### config.mk
export PLATFORM = sky130hd
export DESIGN_NAME = asc_scan_ctrl
export DESIGN_NICKNAME = d
export VERILOG_FILES = /design/src/asc_pkg.sv /design/src/asc_result_mem.sv /design/src/asc_scan_ctrl.sv
export VERILOG_INCLUDE_DIRS = /design/src /design/src/src
export SDC_FILE = /design/constraint.sdc
export NUM_CORES = 1
export LEC_CHECK = 0
export ABC_AREA = 1
export BUFFER_PORTS_ARGS = -buffer_cell sky130_fd_sc_hd__buf_2
export CAP_MARGIN = 25
export CORE_ASPECT_RATIO = 0.7
export CORE_MARGIN = 1.5
export CORE_UTILIZATION = 60
export DETAILED_ROUTE_END_ITERATION = 8
export PLACE_DENSITY = 0.8
export SYNTH_ARGS = -nofsm -noshare
export SYNTH_HDL_FRONTEND = slang
export SYNTH_SLANG_ARGS = --single-unit
### constraint.sdc
create_clock -name clk_i -period 3.1 [get_ports clk_i]
set_input_delay 0.31 -clock clk_i [delete_from_list [all_inputs] [get_ports clk_i]]
set_output_delay 0.31 -clock clk_i [all_outputs]
set_load 0.01 [all_outputs]
### src/asc_consts.svh
// Purpose: Constants of the ADC scan controller.
// Assumes: Included by bare name; byte addresses on the register bus.
// Notes:   Definitions only.
// Operation
// - The controller drives a 3-bit select code to the 8:1 analog mux.
// - Software sets the resolution to any width from 2 to 10 bits.
// - A 10-bit conversion takes exactly 11 clocks from sample to result.
// - The first cycle samples the input; each later cycle resolves a bit.
// - A conversion at resolution N occupies N plus 1 clocks.
// - Each channel owns a pair of 10-bit result registers.
// - Each channel is included or excluded by its own enable bit.
// - A scan begins on a software start command.
// - Continuous mode starts a new scan as soon as the last one ends.
// - Single mode does one scan and waits for another start command.
// - One scan interrupt marks a finished scan with valid results.
`ifndef ASC_CONSTS_SVH
`define ASC_CONSTS_SVH

`define ASC_AW            7
`define ASC_DW            32
`define ASC_RW            10
`define ASC_NCH           8
`define ASC_MEM_DEPTH     16

`define ASC_OFF_CTRL      7'h00
`define ASC_OFF_CHEN      7'h04
`define ASC_OFF_START     7'h08
`define ASC_OFF_STATUS    7'h0c
`define ASC_OFF_IRQ_STAT  7'h10
`define ASC_OFF_IRQ_CLR   7'h14
`define ASC_OFF_IRQ_EN    7'h18
`define ASC_RES_AREA_BIT  6

`define ASC_CTRL_CONT     0
`define ASC_CTRL_PD       1
`define ASC_CTRL_RES_LSB  8
`define ASC_CTRL_RES_MSB  11
`define ASC_START_BIT     0
`define ASC_STAT_BUSY     0
`define ASC_STAT_SEL_LSB  4
`define ASC_STAT_SEL_MSB  6
`define ASC_STAT_BANK     8
`define ASC_IRQ_SCAN      0

`define ASC_RES_RST       4'ha
`define ASC_RES_MIN       4'h2
`define ASC_RES_MAX       4'ha
`define ASC_CHEN_RST      8'hff
`define ASC_MSB_TRIAL     10'h200
`define ASC_FIRST_BIT     4'h1

`endif

### src/asc_pkg.sv
// Purpose: Types of the ADC scan controller.
// Assumes: asc_consts.svh gives the widths.
// Notes:   State enum is one-hot.
`default_nettype none
`include "asc_consts.svh"

package asc_pkg;

  typedef enum logic [2:0] {
    ASC_IDLE   = 3'b001,
    ASC_SAMPLE = 3'b010,
    ASC_CONV   = 3'b100
  } asc_state_e;

  typedef struct packed {
    logic [`ASC_MEM_DEPTH-1:0][`ASC_RW-1:0] word;
    logic [`ASC_RW-1:0]                     rdata;
  } asc_mem_s;

  typedef struct packed {
    asc_state_e          st;
    logic [2:0]          sel;
    logic                sample;
    logic [`ASC_RW-1:0]  dac;
    logic [`ASC_RW-1:0]  bitm;
    logic [3:0]          cnt;
    logic [3:0]          res;
    logic                bank;
    logic                last_bank;
    logic                pd;
    logic                cont;
    logic                pd_cfg;
    logic [3:0]          res_cfg;
    logic [`ASC_NCH-1:0] chen;
    logic                irq_st;
    logic                irq_en;
    logic                irq;
    logic                pend;
    logic                waitreq;
    logic [`ASC_DW-1:0]  rdata;
  } asc_top_s;

endpackage : asc_pkg

`default_nettype wire

### src/asc_result_mem.sv
// Purpose: Result store, two 10-bit words per channel.
// Assumes: One write and one read port on the same clock.
// Notes:   Read data registered; a read the cycle after a write sees it.
`default_nettype none
`include "asc_consts.svh"

module asc_result_mem
  import asc_pkg::*;
(
  input  wire logic                     clk_i,
  input  wire logic                     nrst_i,
  input  wire logic                     we_i,
  input  wire logic [3:0]               waddr_i,
  input  wire logic [`ASC_RW-1:0]       wdata_i,
  input  wire logic [3:0]               raddr_i,
  output logic      [`ASC_RW-1:0]       rdata_o
);

  asc_mem_s mem_ff;
  asc_mem_s nxt_mem;

  always_comb begin
    nxt_mem       = mem_ff;
    nxt_mem.rdata = mem_ff.word[raddr_i];
    if (we_i) begin
      nxt_mem.word[waddr_i] = wdata_i;
    end
  end

  always_ff @(posedge clk_i or negedge nrst_i) begin
    if (!nrst_i) begin
      mem_ff <= '0;
    end else begin
      mem_ff <= nxt_mem;
    end
  end

  assign rdata_o = mem_ff.rdata;

endmodule : asc_result_mem

`default_nettype wire

### src/asc_scan_ctrl.sv
// Purpose: Scan sequencer and SAR control for an 8-input 10-bit ADC.
// Assumes: clk_i is the conversion clock; cmp_i answers dac_code_o within the same clk_i cycle.
// Notes:   Avalon-MM slave with waitrequest, one level interrupt.
`default_nettype none
`include "asc_consts.svh"

module asc_scan_ctrl
  import asc_pkg::*;
(
  input  wire logic                clk_i,
  input  wire logic                nrst_i,
  input  wire logic [`ASC_AW-1:0]  avs_address_i,
  input  wire logic                avs_read_i,
  input  wire logic                avs_write_i,
  input  wire logic [`ASC_DW-1:0]  avs_writedata_i,
  output logic      [`ASC_DW-1:0]  avs_readdata_o,
  output logic                     avs_waitrequest_o,
  output logic                     irq_o,
  output logic      [2:0]          mux_sel_o,
  output logic                     sample_o,
  output logic      [`ASC_RW-1:0]  dac_code_o,
  output logic                     adc_pd_o,
  input  wire logic                cmp_i
);

  asc_top_s           s_ff;
  asc_top_s           nxt_s;
  logic               mem_we;
  logic [3:0]         mem_waddr;
  logic [`ASC_RW-1:0] mem_wdata;
  logic [`ASC_RW-1:0] mem_rdata;

  // First included channel at or above 'from'; msb says one was found
  function automatic logic [3:0] asc_find(input logic [`ASC_NCH-1:0] mask,
                                          input logic [3:0]          from);
    logic [3:0] r;
    r = 4'h0;
    for (int i = `ASC_NCH - 1; i >= 0; i--) begin
      if (mask[i] && (4'(i) >= from)) begin
        r = {1'b1, 3'(i)};
      end
    end
    return r;
  endfunction : asc_find

  // Out-of-range settings are pulled into the legal window
  function automatic logic [3:0] asc_clamp(input logic [3:0] r);
    logic [3:0] c;
    c = r;
    if (r < `ASC_RES_MIN) begin
      c = `ASC_RES_MIN;
    end else if (r > `ASC_RES_MAX) begin
      c = `ASC_RES_MAX;
    end
    return c;
  endfunction : asc_clamp

  function automatic logic [`ASC_DW-1:0] asc_reg_read(
    input asc_top_s           s,
    input logic [`ASC_AW-1:0] a,
    input logic [`ASC_RW-1:0] md
  );
    logic [`ASC_DW-1:0] d;
    d = '0;
    if (a[`ASC_RES_AREA_BIT]) begin
      d[`ASC_RW-1:0] = md;
    end else begin
      case (a)
        `ASC_OFF_CTRL: begin
          d[`ASC_CTRL_CONT] = s.cont;
          d[`ASC_CTRL_PD]   = s.pd_cfg;
          d[`ASC_CTRL_RES_MSB:`ASC_CTRL_RES_LSB] = s.res_cfg;
        end
        `ASC_OFF_CHEN: begin
          d[`ASC_NCH-1:0] = s.chen;
        end
        `ASC_OFF_STATUS: begin
          d[`ASC_STAT_BUSY] = (s.st != ASC_IDLE);
          d[`ASC_STAT_SEL_MSB:`ASC_STAT_SEL_LSB] = s.sel;
          d[`ASC_STAT_BANK] = s.last_bank;
        end
        `ASC_OFF_IRQ_STAT: begin
          d[`ASC_IRQ_SCAN] = s.irq_st;
        end
        `ASC_OFF_IRQ_EN: begin
          d[`ASC_IRQ_SCAN] = s.irq_en;
        end
        default: begin
          d = '0;
        end
      endcase
    end
    return d;
  endfunction : asc_reg_read

  asc_result_mem u_mem (
    .clk_i   (clk_i),
    .nrst_i  (nrst_i),
    .we_i    (mem_we),
    .waddr_i (mem_waddr),
    .wdata_i (mem_wdata),
    .raddr_i (avs_address_i[5:2]),
    .rdata_o (mem_rdata)
  );

  always_comb begin
    logic [3:0]         hit;
    logic [`ASC_RW-1:0] keep;
    logic               wr_take;
    logic               start_cmd;
    logic               clr_cmd;
    logic               scan_end;
    hit       = 4'h0;
    keep      = '0;
    scan_end  = 1'b0;
    nxt_s     = s_ff;
    mem_we    = 1'b0;
    mem_waddr = {s_ff.sel, s_ff.bank};
    mem_wdata = '0;

    // Bus: request taken, one wait cycle, then one cycle of waitrequest low
    wr_take   = avs_write_i && !s_ff.waitreq;
    start_cmd = wr_take && (avs_address_i == `ASC_OFF_START) &&
                avs_writedata_i[`ASC_START_BIT];
    clr_cmd   = wr_take && (avs_address_i == `ASC_OFF_IRQ_CLR) &&
                avs_writedata_i[`ASC_IRQ_SCAN];
    nxt_s.waitreq = 1'b1;
    if ((avs_read_i || avs_write_i) && s_ff.waitreq && !s_ff.pend) begin
      nxt_s.pend = 1'b1;
    end
    if (s_ff.pend) begin
      nxt_s.pend    = 1'b0;
      nxt_s.waitreq = 1'b0;
      if (avs_read_i) begin
        nxt_s.rdata = asc_reg_read(s_ff, avs_address_i, mem_rdata);
      end
    end
    if (wr_take) begin
      case (avs_address_i)
        `ASC_OFF_CTRL: begin
          nxt_s.cont    = avs_writedata_i[`ASC_CTRL_CONT];
          nxt_s.pd_cfg  = avs_writedata_i[`ASC_CTRL_PD];
          nxt_s.res_cfg = avs_writedata_i[`ASC_CTRL_RES_MSB:
                                          `ASC_CTRL_RES_LSB];
        end
        `ASC_OFF_CHEN: begin
          nxt_s.chen = avs_writedata_i[`ASC_NCH-1:0];
        end
        `ASC_OFF_IRQ_EN: begin
          nxt_s.irq_en = avs_writedata_i[`ASC_IRQ_SCAN];
        end
        default: begin
          nxt_s.chen = s_ff.chen;
        end
      endcase
    end

    nxt_s.sample = 1'b0;
    case (s_ff.st)
      ASC_IDLE: begin
        hit = asc_find(s_ff.chen, 4'h0);
        // Start with no channel included is ignored
        if (start_cmd && hit[3]) begin
          nxt_s.st     = ASC_SAMPLE;
          nxt_s.sel    = hit[2:0];
          nxt_s.sample = 1'b1;
          nxt_s.res    = asc_clamp(s_ff.res_cfg);
          nxt_s.dac    = '0;
        end
      end
      ASC_SAMPLE: begin
        // Sample cycle done; trial of the top bit next
        nxt_s.st   = ASC_CONV;
        nxt_s.dac  = `ASC_MSB_TRIAL;
        nxt_s.bitm = `ASC_MSB_TRIAL;
        nxt_s.cnt  = `ASC_FIRST_BIT;
      end
      ASC_CONV: begin
        keep = cmp_i ? s_ff.dac : (s_ff.dac & ~s_ff.bitm);
        if (s_ff.cnt == s_ff.res) begin
          mem_we    = 1'b1;
          mem_wdata = keep;
          nxt_s.dac = keep;
          // Mask changes made mid-scan apply to channels not yet reached
          hit = asc_find(s_ff.chen, {1'b0, s_ff.sel} + 4'h1);
          if (hit[3]) begin
            nxt_s.st     = ASC_SAMPLE;
            nxt_s.sel    = hit[2:0];
            nxt_s.sample = 1'b1;
            nxt_s.dac    = '0;
          end else begin
            scan_end = 1'b1;
          end
        end else begin
          nxt_s.dac  = keep | (s_ff.bitm >> 1);
          nxt_s.bitm = s_ff.bitm >> 1;
          nxt_s.cnt  = s_ff.cnt + 4'h1;
        end
      end
      default: begin
        nxt_s.st = ASC_IDLE;
      end
    endcase

    if (scan_end) begin
      // Banks alternate so software reads a whole scan while the next runs
      nxt_s.last_bank = s_ff.bank;
      nxt_s.bank      = ~s_ff.bank;
      hit = asc_find(s_ff.chen, 4'h0);
      if (s_ff.cont && hit[3]) begin
        nxt_s.st     = ASC_SAMPLE;
        nxt_s.sel    = hit[2:0];
        nxt_s.sample = 1'b1;
        nxt_s.res    = asc_clamp(s_ff.res_cfg);
        nxt_s.dac    = '0;
      end else begin
        nxt_s.st = ASC_IDLE;
      end
    end

    // Set wins over a clear in the same cycle
    if (clr_cmd) begin
      nxt_s.irq_st = 1'b0;
    end
    if (scan_end) begin
      nxt_s.irq_st = 1'b1;
    end
    nxt_s.irq = nxt_s.irq_st && nxt_s.irq_en;
    nxt_s.pd  = nxt_s.pd_cfg && (nxt_s.st == ASC_IDLE);
  end

  always_ff @(posedge clk_i or negedge nrst_i) begin
    if (!nrst_i) begin
      s_ff         <= '0;
      s_ff.st      <= ASC_IDLE;
      s_ff.res     <= `ASC_RES_RST;
      s_ff.res_cfg <= `ASC_RES_RST;
      s_ff.chen    <= `ASC_CHEN_RST;
      s_ff.waitreq <= 1'b1;
    end else begin
      s_ff <= nxt_s;
    end
  end

  assign avs_readdata_o    = s_ff.rdata;
  assign avs_waitrequest_o = s_ff.waitreq;
  assign irq_o             = s_ff.irq;
  assign mux_sel_o         = s_ff.sel;
  assign sample_o          = s_ff.sample;
  assign dac_code_o        = s_ff.dac;
  assign adc_pd_o          = s_ff.pd;

endmodule : asc_scan_ctrl

`default_nettype wire

==> flow_summary_export.csv, run 1 <==
group,metric,value,unit
sta,tightest_slew,0.762,ns
die,rows,41,
power_and_ir_drop,clkPwrFrac,37.3,%
sta,hold_viol_final,0,
place,pre_cts_ws,0.578,ns
synthesis,syn_area_per_cell,8.71,sq um
setup_path,endpoint_kind,"flip-flop",
finish,areaGrowthSynthToFinish,9.55,%
synthesis,synthTopCellsByCount,"nand2_1 (367), dfrtp_1 (225), o21ai_1 (102)",
power_and_ir_drop,p_int,5.74,mW
finish,stdcell_count,1532,
clocking,cts_buffers,22,
sta,period_needed,2.65,ns
clocking,ctsLongestPathBuffers,3,
clocking,clk_pin_slew,0.07,ns
run_status,outcome,"finished, final reports clean",
setup_path,crit_path_start_kind,"flip-flop",
synthesis,postSynthCellCount,1274,
global_routing,grt_max_degree,97,
setup_path,max_stage_delay,0.56,ns
setup_path,worstPathArrival,3.03,ns
clocking,clockRootBuffer,"clkbuf_16",
power_and_ir_drop,vdd_drop_max,565,uV
global_routing,grt_most_used_layer,"met1",
place,dp_hpwl,18900,microns
global_routing,met3_usage,8.49,%
global_routing,grt.met1_usage,46.6,%
clocking,clkLatencyLatePin,0.51,ns
setup_path,path_cells,"inv_1 > ha_1 > nor2_1 > nand3_1 > nand2_1 > nand2_1 > nor2_1 > nand3_4 > nor2_2 > inv_2 > o21ai_0 > nor2_1",
sta,slew_violations,0,
finish,multi_input_area,4310,sq um
drt,vias_per_cell,6.08,
power_and_ir_drop,p_sw_share,28.3,%
sta,relSlewSlack,49.1,%
synthesis,ys_seq_elements,239,
global_routing,grt_remaining_overflow,0,
global_routing,use_met2,43.8,%
synthesis,synth_edf_count,0,
die,pin_count,93,
job,cap_violations,0,
power_and_ir_drop,p_per_area,659,nW/um^2
sta,fin_ws,0.445,ns
power_and_ir_drop,p_seq_share,46.7,%
setup_path,crit_path_max_fanout,9,
finish,fin_nets,1329,
drt,initialDrtViolationCount,1071,
die,initial_core_util,61.5,%
sta,clock.fmax,377,MHz
power_and_ir_drop,p_comb_share,16.0,%
synthesis,syn_area,11100,sq um
worst_hold_path,hp-start,"avs_writedata_i[8]",
synthesis,synth_most_common_cell,"nand2_1",
synthesis,synth_top_area_cell,"dfrtp_1",
synthesis,netlist_top_cells_area,"dfrtp_1 (51%), nand2_1 (12%), o21ai_1 (4.6%), a22oi_1 (4.3%), o21ai_0 (3.7%)",
clocking,cts_resized,0,
die,die-area,19300,sq um
setup_path,cpMaxStageDelayCell,"dfrtp_1",
synthesis,synth_cell_type_count,41,
die,core-area,18100,sq um
global_routing,grt_first_pass_wirelength,45500,microns
sta,finalSetupViolCount,0,
setup_path,critical_path.startpoint,"mux_sel_o[1]",
clocking,htree_levels,1,
sta,fin_crit_sh,85.6,%
sta,rsz0062_at_grt,"false",
synthesis,ys.flop_type,"dfrtp_1",
finish,fillers,1388,
sta,skew,0.0100,ns
place,place_inst,1492,
global_routing,grt_use_total,30.8,%
finish,num_antenna_cells,0,
drt,antenna_left,0,
drt,drtPass1Iterations,5,
finish,seq_area,6000,sq um
die,fp.dieW,166,microns
die,die_y,117,microns
setup_path,crit_top_cell,"nor2_1",
drt,wl_per_cell,19.1,microns
worst_hold_path,min-delay-path-class,"input pin to flip-flop",
clocking,tritoncts,"yes",
synthesis,yosysWarningCount,0,
drt,wl,29200,microns
clocking,cts.sinks,239,
drt,post-route-drc-count,0,
global_routing,grt_pass1_vias,8420,
finish,final_util,67.3,%
drt,via_count,9307,
setup_path,r2r_start,"mux_sel_o[1]",
synthesis,postSynth.asyncResetShare,100,%
synthesis,seq_area_frac_synth,54.0,%
place,io_buffers,52,
power_and_ir_drop,p_leak,5.99,nW
finish,drive_gt1_share,11.7,%
global_routing,antenna_found_initial,0,
synthesis,synth_top_area_share,50.7,%
place,gp_congestion,0.956,
power_and_ir_drop,power.switching,2.27,mW
setup_path,cp_data_required_time,3.47,ns
setup_path,worstSetupPathType,"flip-flop to flip-flop",
sta,tns,0,ns
[kinds of logic after synthesis]
family | Yosys count | synth area share (%)
multiplexers | 1 | 0.101
AND/OR/NAND/NOR | 524 | 20.4
flip-flops | 239 | 54.0
XOR/XNOR | 5 | 0.395
buffers and inverters | 177 | 7.86
other | 1 | 0.0338
adder cells (fa/ha/maj) | 4 | 0.451
AO/OA/AOI/OAI | 323 | 16.7
[layout by cell type, fill, tap and decap left out, types with 11 or more instances in the layout]
master / Yosys / routed
a21boi_0: 11 / 11
a21oi_1: 47 / 47
a22oi_1: 63 / 63
buf_2: 20 / 51
buf_4: 46 / 21
clkbuf_16: 0 / 23
conb_1: 1 / 20
dfrtp_1: 225 / 225
dfstp_2: 14 / 14
inv_1: 55 / 55
nand2_1: 367 / 367
nand3_1: 62 / 62
nand4_1: 19 / 19
nor2_1: 51 / 49
o21ai_0: 83 / 83
o21ai_1: 102 / 102
[power groups by stage]
stage | Sequential (mW) | Combinational [mW] | Clock [mW]
after floorplan | 3.72 | 0.975 | 0
after global placement | 3.77 | 1.22 | 0
after detailed placement | 3.78 | 1.26 | 0
after CTS | 3.73 | 1.27 | 3.00
after global routing | 3.78 | 1.45 | 3.10
final | 3.74 | 1.28 | 2.99
[sequential cells by signal (all words and copies together) (netlist names)]
register and count:
mux_sel_o 3, avs_waitrequest_o 1, dac_code_o 10, mem_waddr 1, irq_o 1, sample_o 1, u_mem.rdata_o 10, u_mem.mem_ff 160
adc_pd_o 1, avs_readdata_o 12, s_ff 39
[area by class of cell]
cell class / instances / share of cell area, %
inverters: 63 / 1.97
well taps: 236 / 2.43
repair buffers: 78 / 4.26
clock inverters: 6 / 1.07
multi-input cells: 877 / 35.5
flip-flops and latches: 239 / 49.3
clock buffers: 33 / 5.45
[path summary, 6_finish.rpt]
| path | endpoint | slack (ns) | cells after the start |
|---|---|---|---|
| worst max-delay path | adc_pd_o | 0.45 | 12 |
| worst min-delay path | s_ff[45] | 0.03 | 2 |
| worst max register to register | adc_pd_o | 0.45 | 12 |
| worst min register to register | avs_waitrequest_o | 0.41 | 1 |
| max in group asynchronous | dac_code_o[8] | 1.82 | 3 |
| min in group asynchronous | u_mem.mem_ff[123] | 0.42 | 2 |
[routing by layer]
metal	wire length [microns]	up-vias
met5	0	-
met4	742	0
met1	13200	4532
met2	12300	474
li1	-	4248
met3	3010	53
[worst max-delay path, delay by kind of cell (launching register included)]
family,cells,cell delay [ns]
flip-flops,1,0.56
adder cells (fa/ha/maj),1,0.22
buffers and inverters,2,0.28
AO/OA/AOI/OAI,1,0.16
AND/OR/NAND/NOR,8,1.27
[metrics by stage]
step           hold WS (ns)  power, mW  area [sq um]
3_3_place_gp          0.379       4.98         11400
5_1_grt              0.0266       8.34         12200
6_report             0.0286       8.01         12200
2_1_floorplan        0.0144       4.69         11200
3_5_place_dp          0.384       5.04         11400
4_1_cts              0.0216       8.01         12200
[timing repair]
action,in CTS,in global routing
setup buffers,0,0
endpoints found under the hold margin,92,0
hold buffers,1,0
Note: power is estimated with default switching activity, not from simulation.
==> run 2: changes to the inputs <==
==> constraint.sdc (replaced) <==
create_clock -name clk_i -period 3.1 [get_ports clk_i]
set_input_delay 0.155 -clock clk_i [delete_from_list [all_inputs] [get_ports clk_i]]
set_output_delay 0.155 -clock clk_i [all_outputs]
set_load 0.01 [all_outputs]
==> flow_summary_export.csv, run 2 (synthesis results as in run 1) <==
group,metric,value,unit
power_and_ir_drop,vdd_drop_max,534,uV
clocking,clk_pin_slew,0.06,ns
global_routing,grt_first_pass_wirelength,44600,microns
setup_path,worstSetupPathType,"flip-flop to flip-flop",
run_status,outcome,"finished, final reports clean",
drt,wl,28600,microns
place,io_buffers,52,
finish,largest_reg_flops,160,
die,die_y,117,microns
sta,relSlewSlack,42.5,%
power_and_ir_drop,p_int,5.45,mW
power_and_ir_drop,clkPwrFrac,34.7,%
drt,vias_per_cell,5.97,
clocking,cts_resized,0,
sta,period_needed,2.62,ns
place,place_inst,1491,
global_routing,grt_max_degree,100,
power_and_ir_drop,p_sw_share,29.2,%
clocking,cts.sinks,239,
worst_hold_path,min-delay-path-class,"input pin to flip-flop",
sta,tns,0,ns
clocking,clockRootBuffer,"clkbuf_16",
sta,skew,0.0154,ns
finish,areaGrowthSynthToFinish,9.55,%
sta,fin_crit_sh,84.5,%
global_routing,grt_use_total,30.0,%
die,die-area,19300,sq um
clocking,clkLatencyLatePin,0.51,ns
clocking,tritoncts,"yes",
clocking,htree_levels,1,
finish,num_antenna_cells,0,
power_and_ir_drop,p_seq_share,48.7,%
sta,tightest_slew,0.857,ns
place,dp_hpwl,19000,microns
finish,fin_nets,1342,
setup_path,worstPathArrival,2.99,ns
global_routing,grt_pass1_vias,8372,
clocking,ctsLongestPathBuffers,3,
clocking,cts_buffers,22,
power_and_ir_drop,p_leak,5.99,nW
setup_path,crit_path_start_kind,"flip-flop",
sta,clock.fmax,382,MHz
sta,slew_violations,0,
finish,stdcell_count,1546,
sta,finalSetupViolCount,0,
finish,layout_common_cells,"nand2_1 (367), dfrtp_1 (225), o21ai_1 (102), o21ai_0 (83), a22oi_1 (63)",
sta,rsz0062_at_grt,"false",
die,core-area,18100,sq um
die,initial_core_util,61.5,%
drt,via_count,9228,
setup_path,cp_data_required_time,3.47,ns
drt,antenna_left,0,
finish,mostFrequentLayoutCell,"nand2_1",
finish,largest_register,"u_mem.mem_ff",
finish,drive_gt1_share,11.5,%
clocking,post_cts_buffers,0,
drt,initialDrtViolationCount,993,
die,rows,41,
die,pin_count,93,
global_routing,grt_remaining_overflow,0,
setup_path,crit_path_max_fanout,11,
die,fp.dieW,166,microns
power_and_ir_drop,p_per_area,633,nW/um^2
place,gp_congestion,0.942,
drt,wl_per_cell,18.5,microns
power_and_ir_drop,power.switching,2.25,mW
power_and_ir_drop,p_comb_share,16.6,%
sta,hold_viol_final,0,
job,cap_violations,0,
drt,drtPass1Iterations,8,
finish,final_util,67.3,%
setup_path,endpoint_kind,"flip-flop",
drt,post-route-drc-count,0,
global_routing,antenna_found_initial,0,
clocking,cts_hold_buf,15,
==> run 2: worst max-delay path, cell delays in order (launching register included) <==
cell     delay (ns)
dfrtp_1        0.72
ha_1           0.34
inv_1          0.07
nand2_1        0.09
nand3_1        0.07
nand2_1        0.08
nand2_1        0.07
nor2_1         0.28
nand3_4        0.22
nor2_2         0.22
inv_2          0.08
o21ai_0        0.17
nor2_1         0.07
==> run 2: power groups by stage <==
stage / Clock, mW / Sequential, mW / Combinational [mW]
after floorplan: 0 / 3.72 / 0.975
after global placement: 0 / 3.78 / 1.20
after detailed placement: 0 / 3.79 / 1.25
after CTS: 2.68 / 3.74 / 1.27
after global routing: 2.81 / 3.79 / 1.44
final: 2.67 / 3.75 / 1.28
==> run 2: path summary, 6_finish.rpt <==
check | end | startpoint | depth (start not counted) | slack [ns]
setup / recovery | adc_pd_o | mux_sel_o[0] | 12 | 0.48
hold / removal | avs_readdata_o[2] | avs_address_i[6] | 3 | 0.08
setup reg to reg | adc_pd_o | mux_sel_o[0] | 12 | 0.48
hold reg to reg | avs_waitrequest_o | s_ff[33] | 1 | 0.42
max in group asynchronous | s_ff[43] | nrst_i | 3 | 1.89
min in group asynchronous | u_mem.mem_ff[103] | nrst_i | 2 | 0.25
==> run 2: area by class of cell <==
cell class,count,area (sq um)
sequential,239,6000
fill,1419,5900
multi-input combinational,877,4310
clock buffer,35,681
timing repair buffer,91,601
tap,236,295
inverter,63,239
clock inverter,5,30.0
==> run 2: metal layers <==
metal	up-vias	part of all wire (%)	GRT usage [%]	wire (microns)
met5	-	0	0	0
met4	0	1.9	5.54	553
met3	57	11	8.88	3140
met2	460	42	44.1	12100
met1	4447	45	44.8	12800
li1	4264	-	-	-
==> run 2: metrics by stage <==
step	hold WS (ns)	worst slack (ns)	instance area (sq um)	power [mW]
floorplan	-0.141	0.908	11200	4.69
global placement	0.230	0.602	11300	4.98
detailed placement	0.240	0.569	11300	5.04
CTS	0.0656	0.534	12200	7.69
global route	0.0833	0.254	12200	8.04
finish	0.0825	0.481	12200	7.70
==> run 3: changes to the inputs <==
--- a/config.mk
+++ b/config.mk
@@ -11,9 +11,9 @@
 export CAP_MARGIN = 25
 export CORE_ASPECT_RATIO = 0.7
 export CORE_MARGIN = 1.5
-export CORE_UTILIZATION = 60
+export CORE_UTILIZATION = 54
 export DETAILED_ROUTE_END_ITERATION = 8
-export PLACE_DENSITY = 0.8
+export PLACE_DENSITY = 0.76
 export SYNTH_ARGS = -nofsm -noshare
 export SYNTH_HDL_FRONTEND = slang
 export SYNTH_SLANG_ARGS = --single-unit
==> constraint.sdc (replaced) <==
create_clock -name clk_i -period 2.1 [get_ports clk_i]
set_input_delay 0.105 -clock clk_i [delete_from_list [all_inputs] [get_ports clk_i]]
set_output_delay 0.105 -clock clk_i [all_outputs]
set_load 0.01 [all_outputs]
==> flow_summary_export.csv, run 3 (synthesis results as in run 1) <==
group,metric,value,unit
clocking,clockRootBuffer,"clkbuf_16",
drt,wl,30700,microns
global_routing,grt_remaining_overflow,0,
power_and_ir_drop,vdd_drop_max,679,uV
finish,largest_register,"u_mem.mem_ff",
finish,fillers,1601,
die,core-area,20000,sq um
finish,num_antenna_cells,0,
finish,areaGrowthSynthToFinish,15.3,%
die,initial_core_util,55.6,%
clocking,htree_levels,1,
setup_path,crit_path_max_fanout,10,
setup_path,path_cells,"inv_4 > ha_1 > inv_1 > nor2_2 > nand3_1 > nand2_1 > nand2_1 > nor2_4 > nand2_1 > nand2_2 > inv_4 > a21oi_1 > a21oi_2 > nor2_1",
sta,skew,0.0182,ns
drt,initialDrtViolationCount,1287,
drt,vias_per_cell,5.86,
sta,fin_ws,0.0237,ns
drt,drtPass1Iterations,9,
finish,drive_gt1_share,15.9,%
die,die_y,123,microns
setup_path,max_stage_delay,0.48,ns
sta,rsz0062_at_grt,"true",
finish,seq_area,6000,sq um
setup_path,critical_path.top_delay_family,"simple AND/OR/NAND/NOR gates",
clocking,cts.sinks,239,
die,pin_count,93,
finish,mostFrequentLayoutCell,"nand2_1",
setup_path,cpMaxStageDelayCell,"dfrtp_2",
drt,wl_per_cell,18.8,microns
sta,fin_crit_sh,98.9,%
global_routing,grt_max_degree,64,
global_routing,grt_use_total,28.8,%
global_routing,grt_pass1_vias,8851,
power_and_ir_drop,p_per_area,916,nW/um^2
sta,clock.fmax,482,MHz
setup_path,crit_buf_inv,3,
global_routing,grt_first_pass_wirelength,48200,microns
clocking,cts_buffers,23,
drt,post-route-drc-count,0,
setup_path,worstPathArrival,2.51,ns
place,dp_hpwl,20100,microns
setup_path,crit_top_cell,"nand2_1",
power_and_ir_drop,p_leak,6.30,nW
sta,finalSetupViolCount,0,
run_status,outcome,"finished, final reports clean",
drt,via_count,9583,
sta,slew_violations,0,
sta,fin_hold_ws,0.0337,ns
finish,layout_common_cells,"nand2_1 (363), dfrtp_1 (223), o21ai_1 (104), o21ai_0 (81), buf_4 (68)",
sta,relSlewSlack,58.3,%
setup_path,cp_data_required_time,2.53,ns
place,io_buffers,52,
finish,fin_nets,1397,
finish,largest_reg_flops,160,
clocking,clk_pin_slew,0.06,ns
sta,period_needed,2.08,ns
drt,antenna_left,0,
worst_hold_path,min-delay-path-class,"input pin to flip-flop",
setup_path,endpoint_kind,"flip-flop",
place,pre_cts_ws,-0.0120,ns
die,rows,43,
sta,hold_viol_final,0,
global_routing,antenna_found_initial,0,
setup_path,crit_path_start_kind,"flip-flop",
clocking,tritoncts,"yes",
finish,multi_input_area,4380,sq um
place,gp_congestion,0.940,
die,fp.dieW,174,microns
setup_path,worstSetupPathType,"flip-flop to flip-flop",
clocking,ctsLongestPathBuffers,3,
clocking,clkLatencyLatePin,0.51,ns
die,die-area,21400,sq um
sta,tightest_slew,0.623,ns
job,cap_violations,0,
[run 3: changes by cell type in the layout (fill, tap and decap cells not counted), moves of 3 or more]
cell      delta
nor2_4       +3
buf_6        +3
nand2_1      -4
buf_12       +6
clkbuf_1     +3
buf_4       +44
nand2_2      +4
nor2_1       -5
[run 3: final timing paths]
check | slack, ns | cells after the start | from | to
worst min register to register | 0.42 | 1 | s_ff[33] | avs_waitrequest_o
worst max register to register | 0.02 | 14 | mux_sel_o[0] | dac_code_o[2]
max in group asynchronous | 1.22 | 3 | nrst_i | s_ff[44]
worst min-delay path | 0.03 | 5 | avs_address_i[0] | s_ff[36]
worst max-delay path | 0.02 | 14 | mux_sel_o[0] | dac_code_o[2]
min in group asynchronous | 0.13 | 2 | nrst_i | u_mem.mem_ff[87]
[run 3: through the flow]
step	cells	util [%]	cell area (sq um)	setup TNS [ns]	power, mW
5_1_grt	1635	64.1	12800	-0.235	12.3
3_5_place_dp	1573	59.0	11800	-0.0211	7.56
6_report	1635	64.1	12800	0	11.7
3_3_place_gp	1573	59.0	11800	0	7.48
4_1_cts	1630	63.6	12700	0	11.7
2_1_floorplan	1293	-	11200	0	6.93
[run 3: timing repair]
action / 4_1_cts / 5_1_grt
endpoints found under the hold margin: 222 / 0
gates resized for setup: 3 / 22
pin swaps: 0 / 6
setup buffers: 0 / 5
setup endpoints to repair: 7 / 92
hold buffers: 16 / 0
[run 3: metal layers]
layer | part of all wire (%) | wire length (microns) | GRT usage [%]
met2 | 43 | 13200 | 42.0
met1 | 44 | 13400 | 42.7
met4 | 2.7 | 832 | 7.81
met3 | 11 | 3250 | 7.38
met5 | 0 | 0 | 1.62
[run 3: power breakdown]
part | switching [mW] | internal, mW
Sequential | 0.363 | 5.16
Combinational | 1.32 | 0.760
Clock | 1.71 | 2.41
Total | 3.39 | 8.33
[run 3: tightest hold or removal path, stage by stage]
cell     delay, ns
buf_2         0.07
nor2_1        0.08
nand4_1       0.11
nand2_1       0.07
nand2_1       0.06
[run 3: layout make-up]
class	count	area share, %
Tap cell	270	2.64
Multi-Input combinational cell	877	34.2
Clock inverter	5	0.587
Sequential cell	239	46.9
Inverter	63	1.91
Timing Repair Buffer	145	8.55
Clock buffer	36	5.19
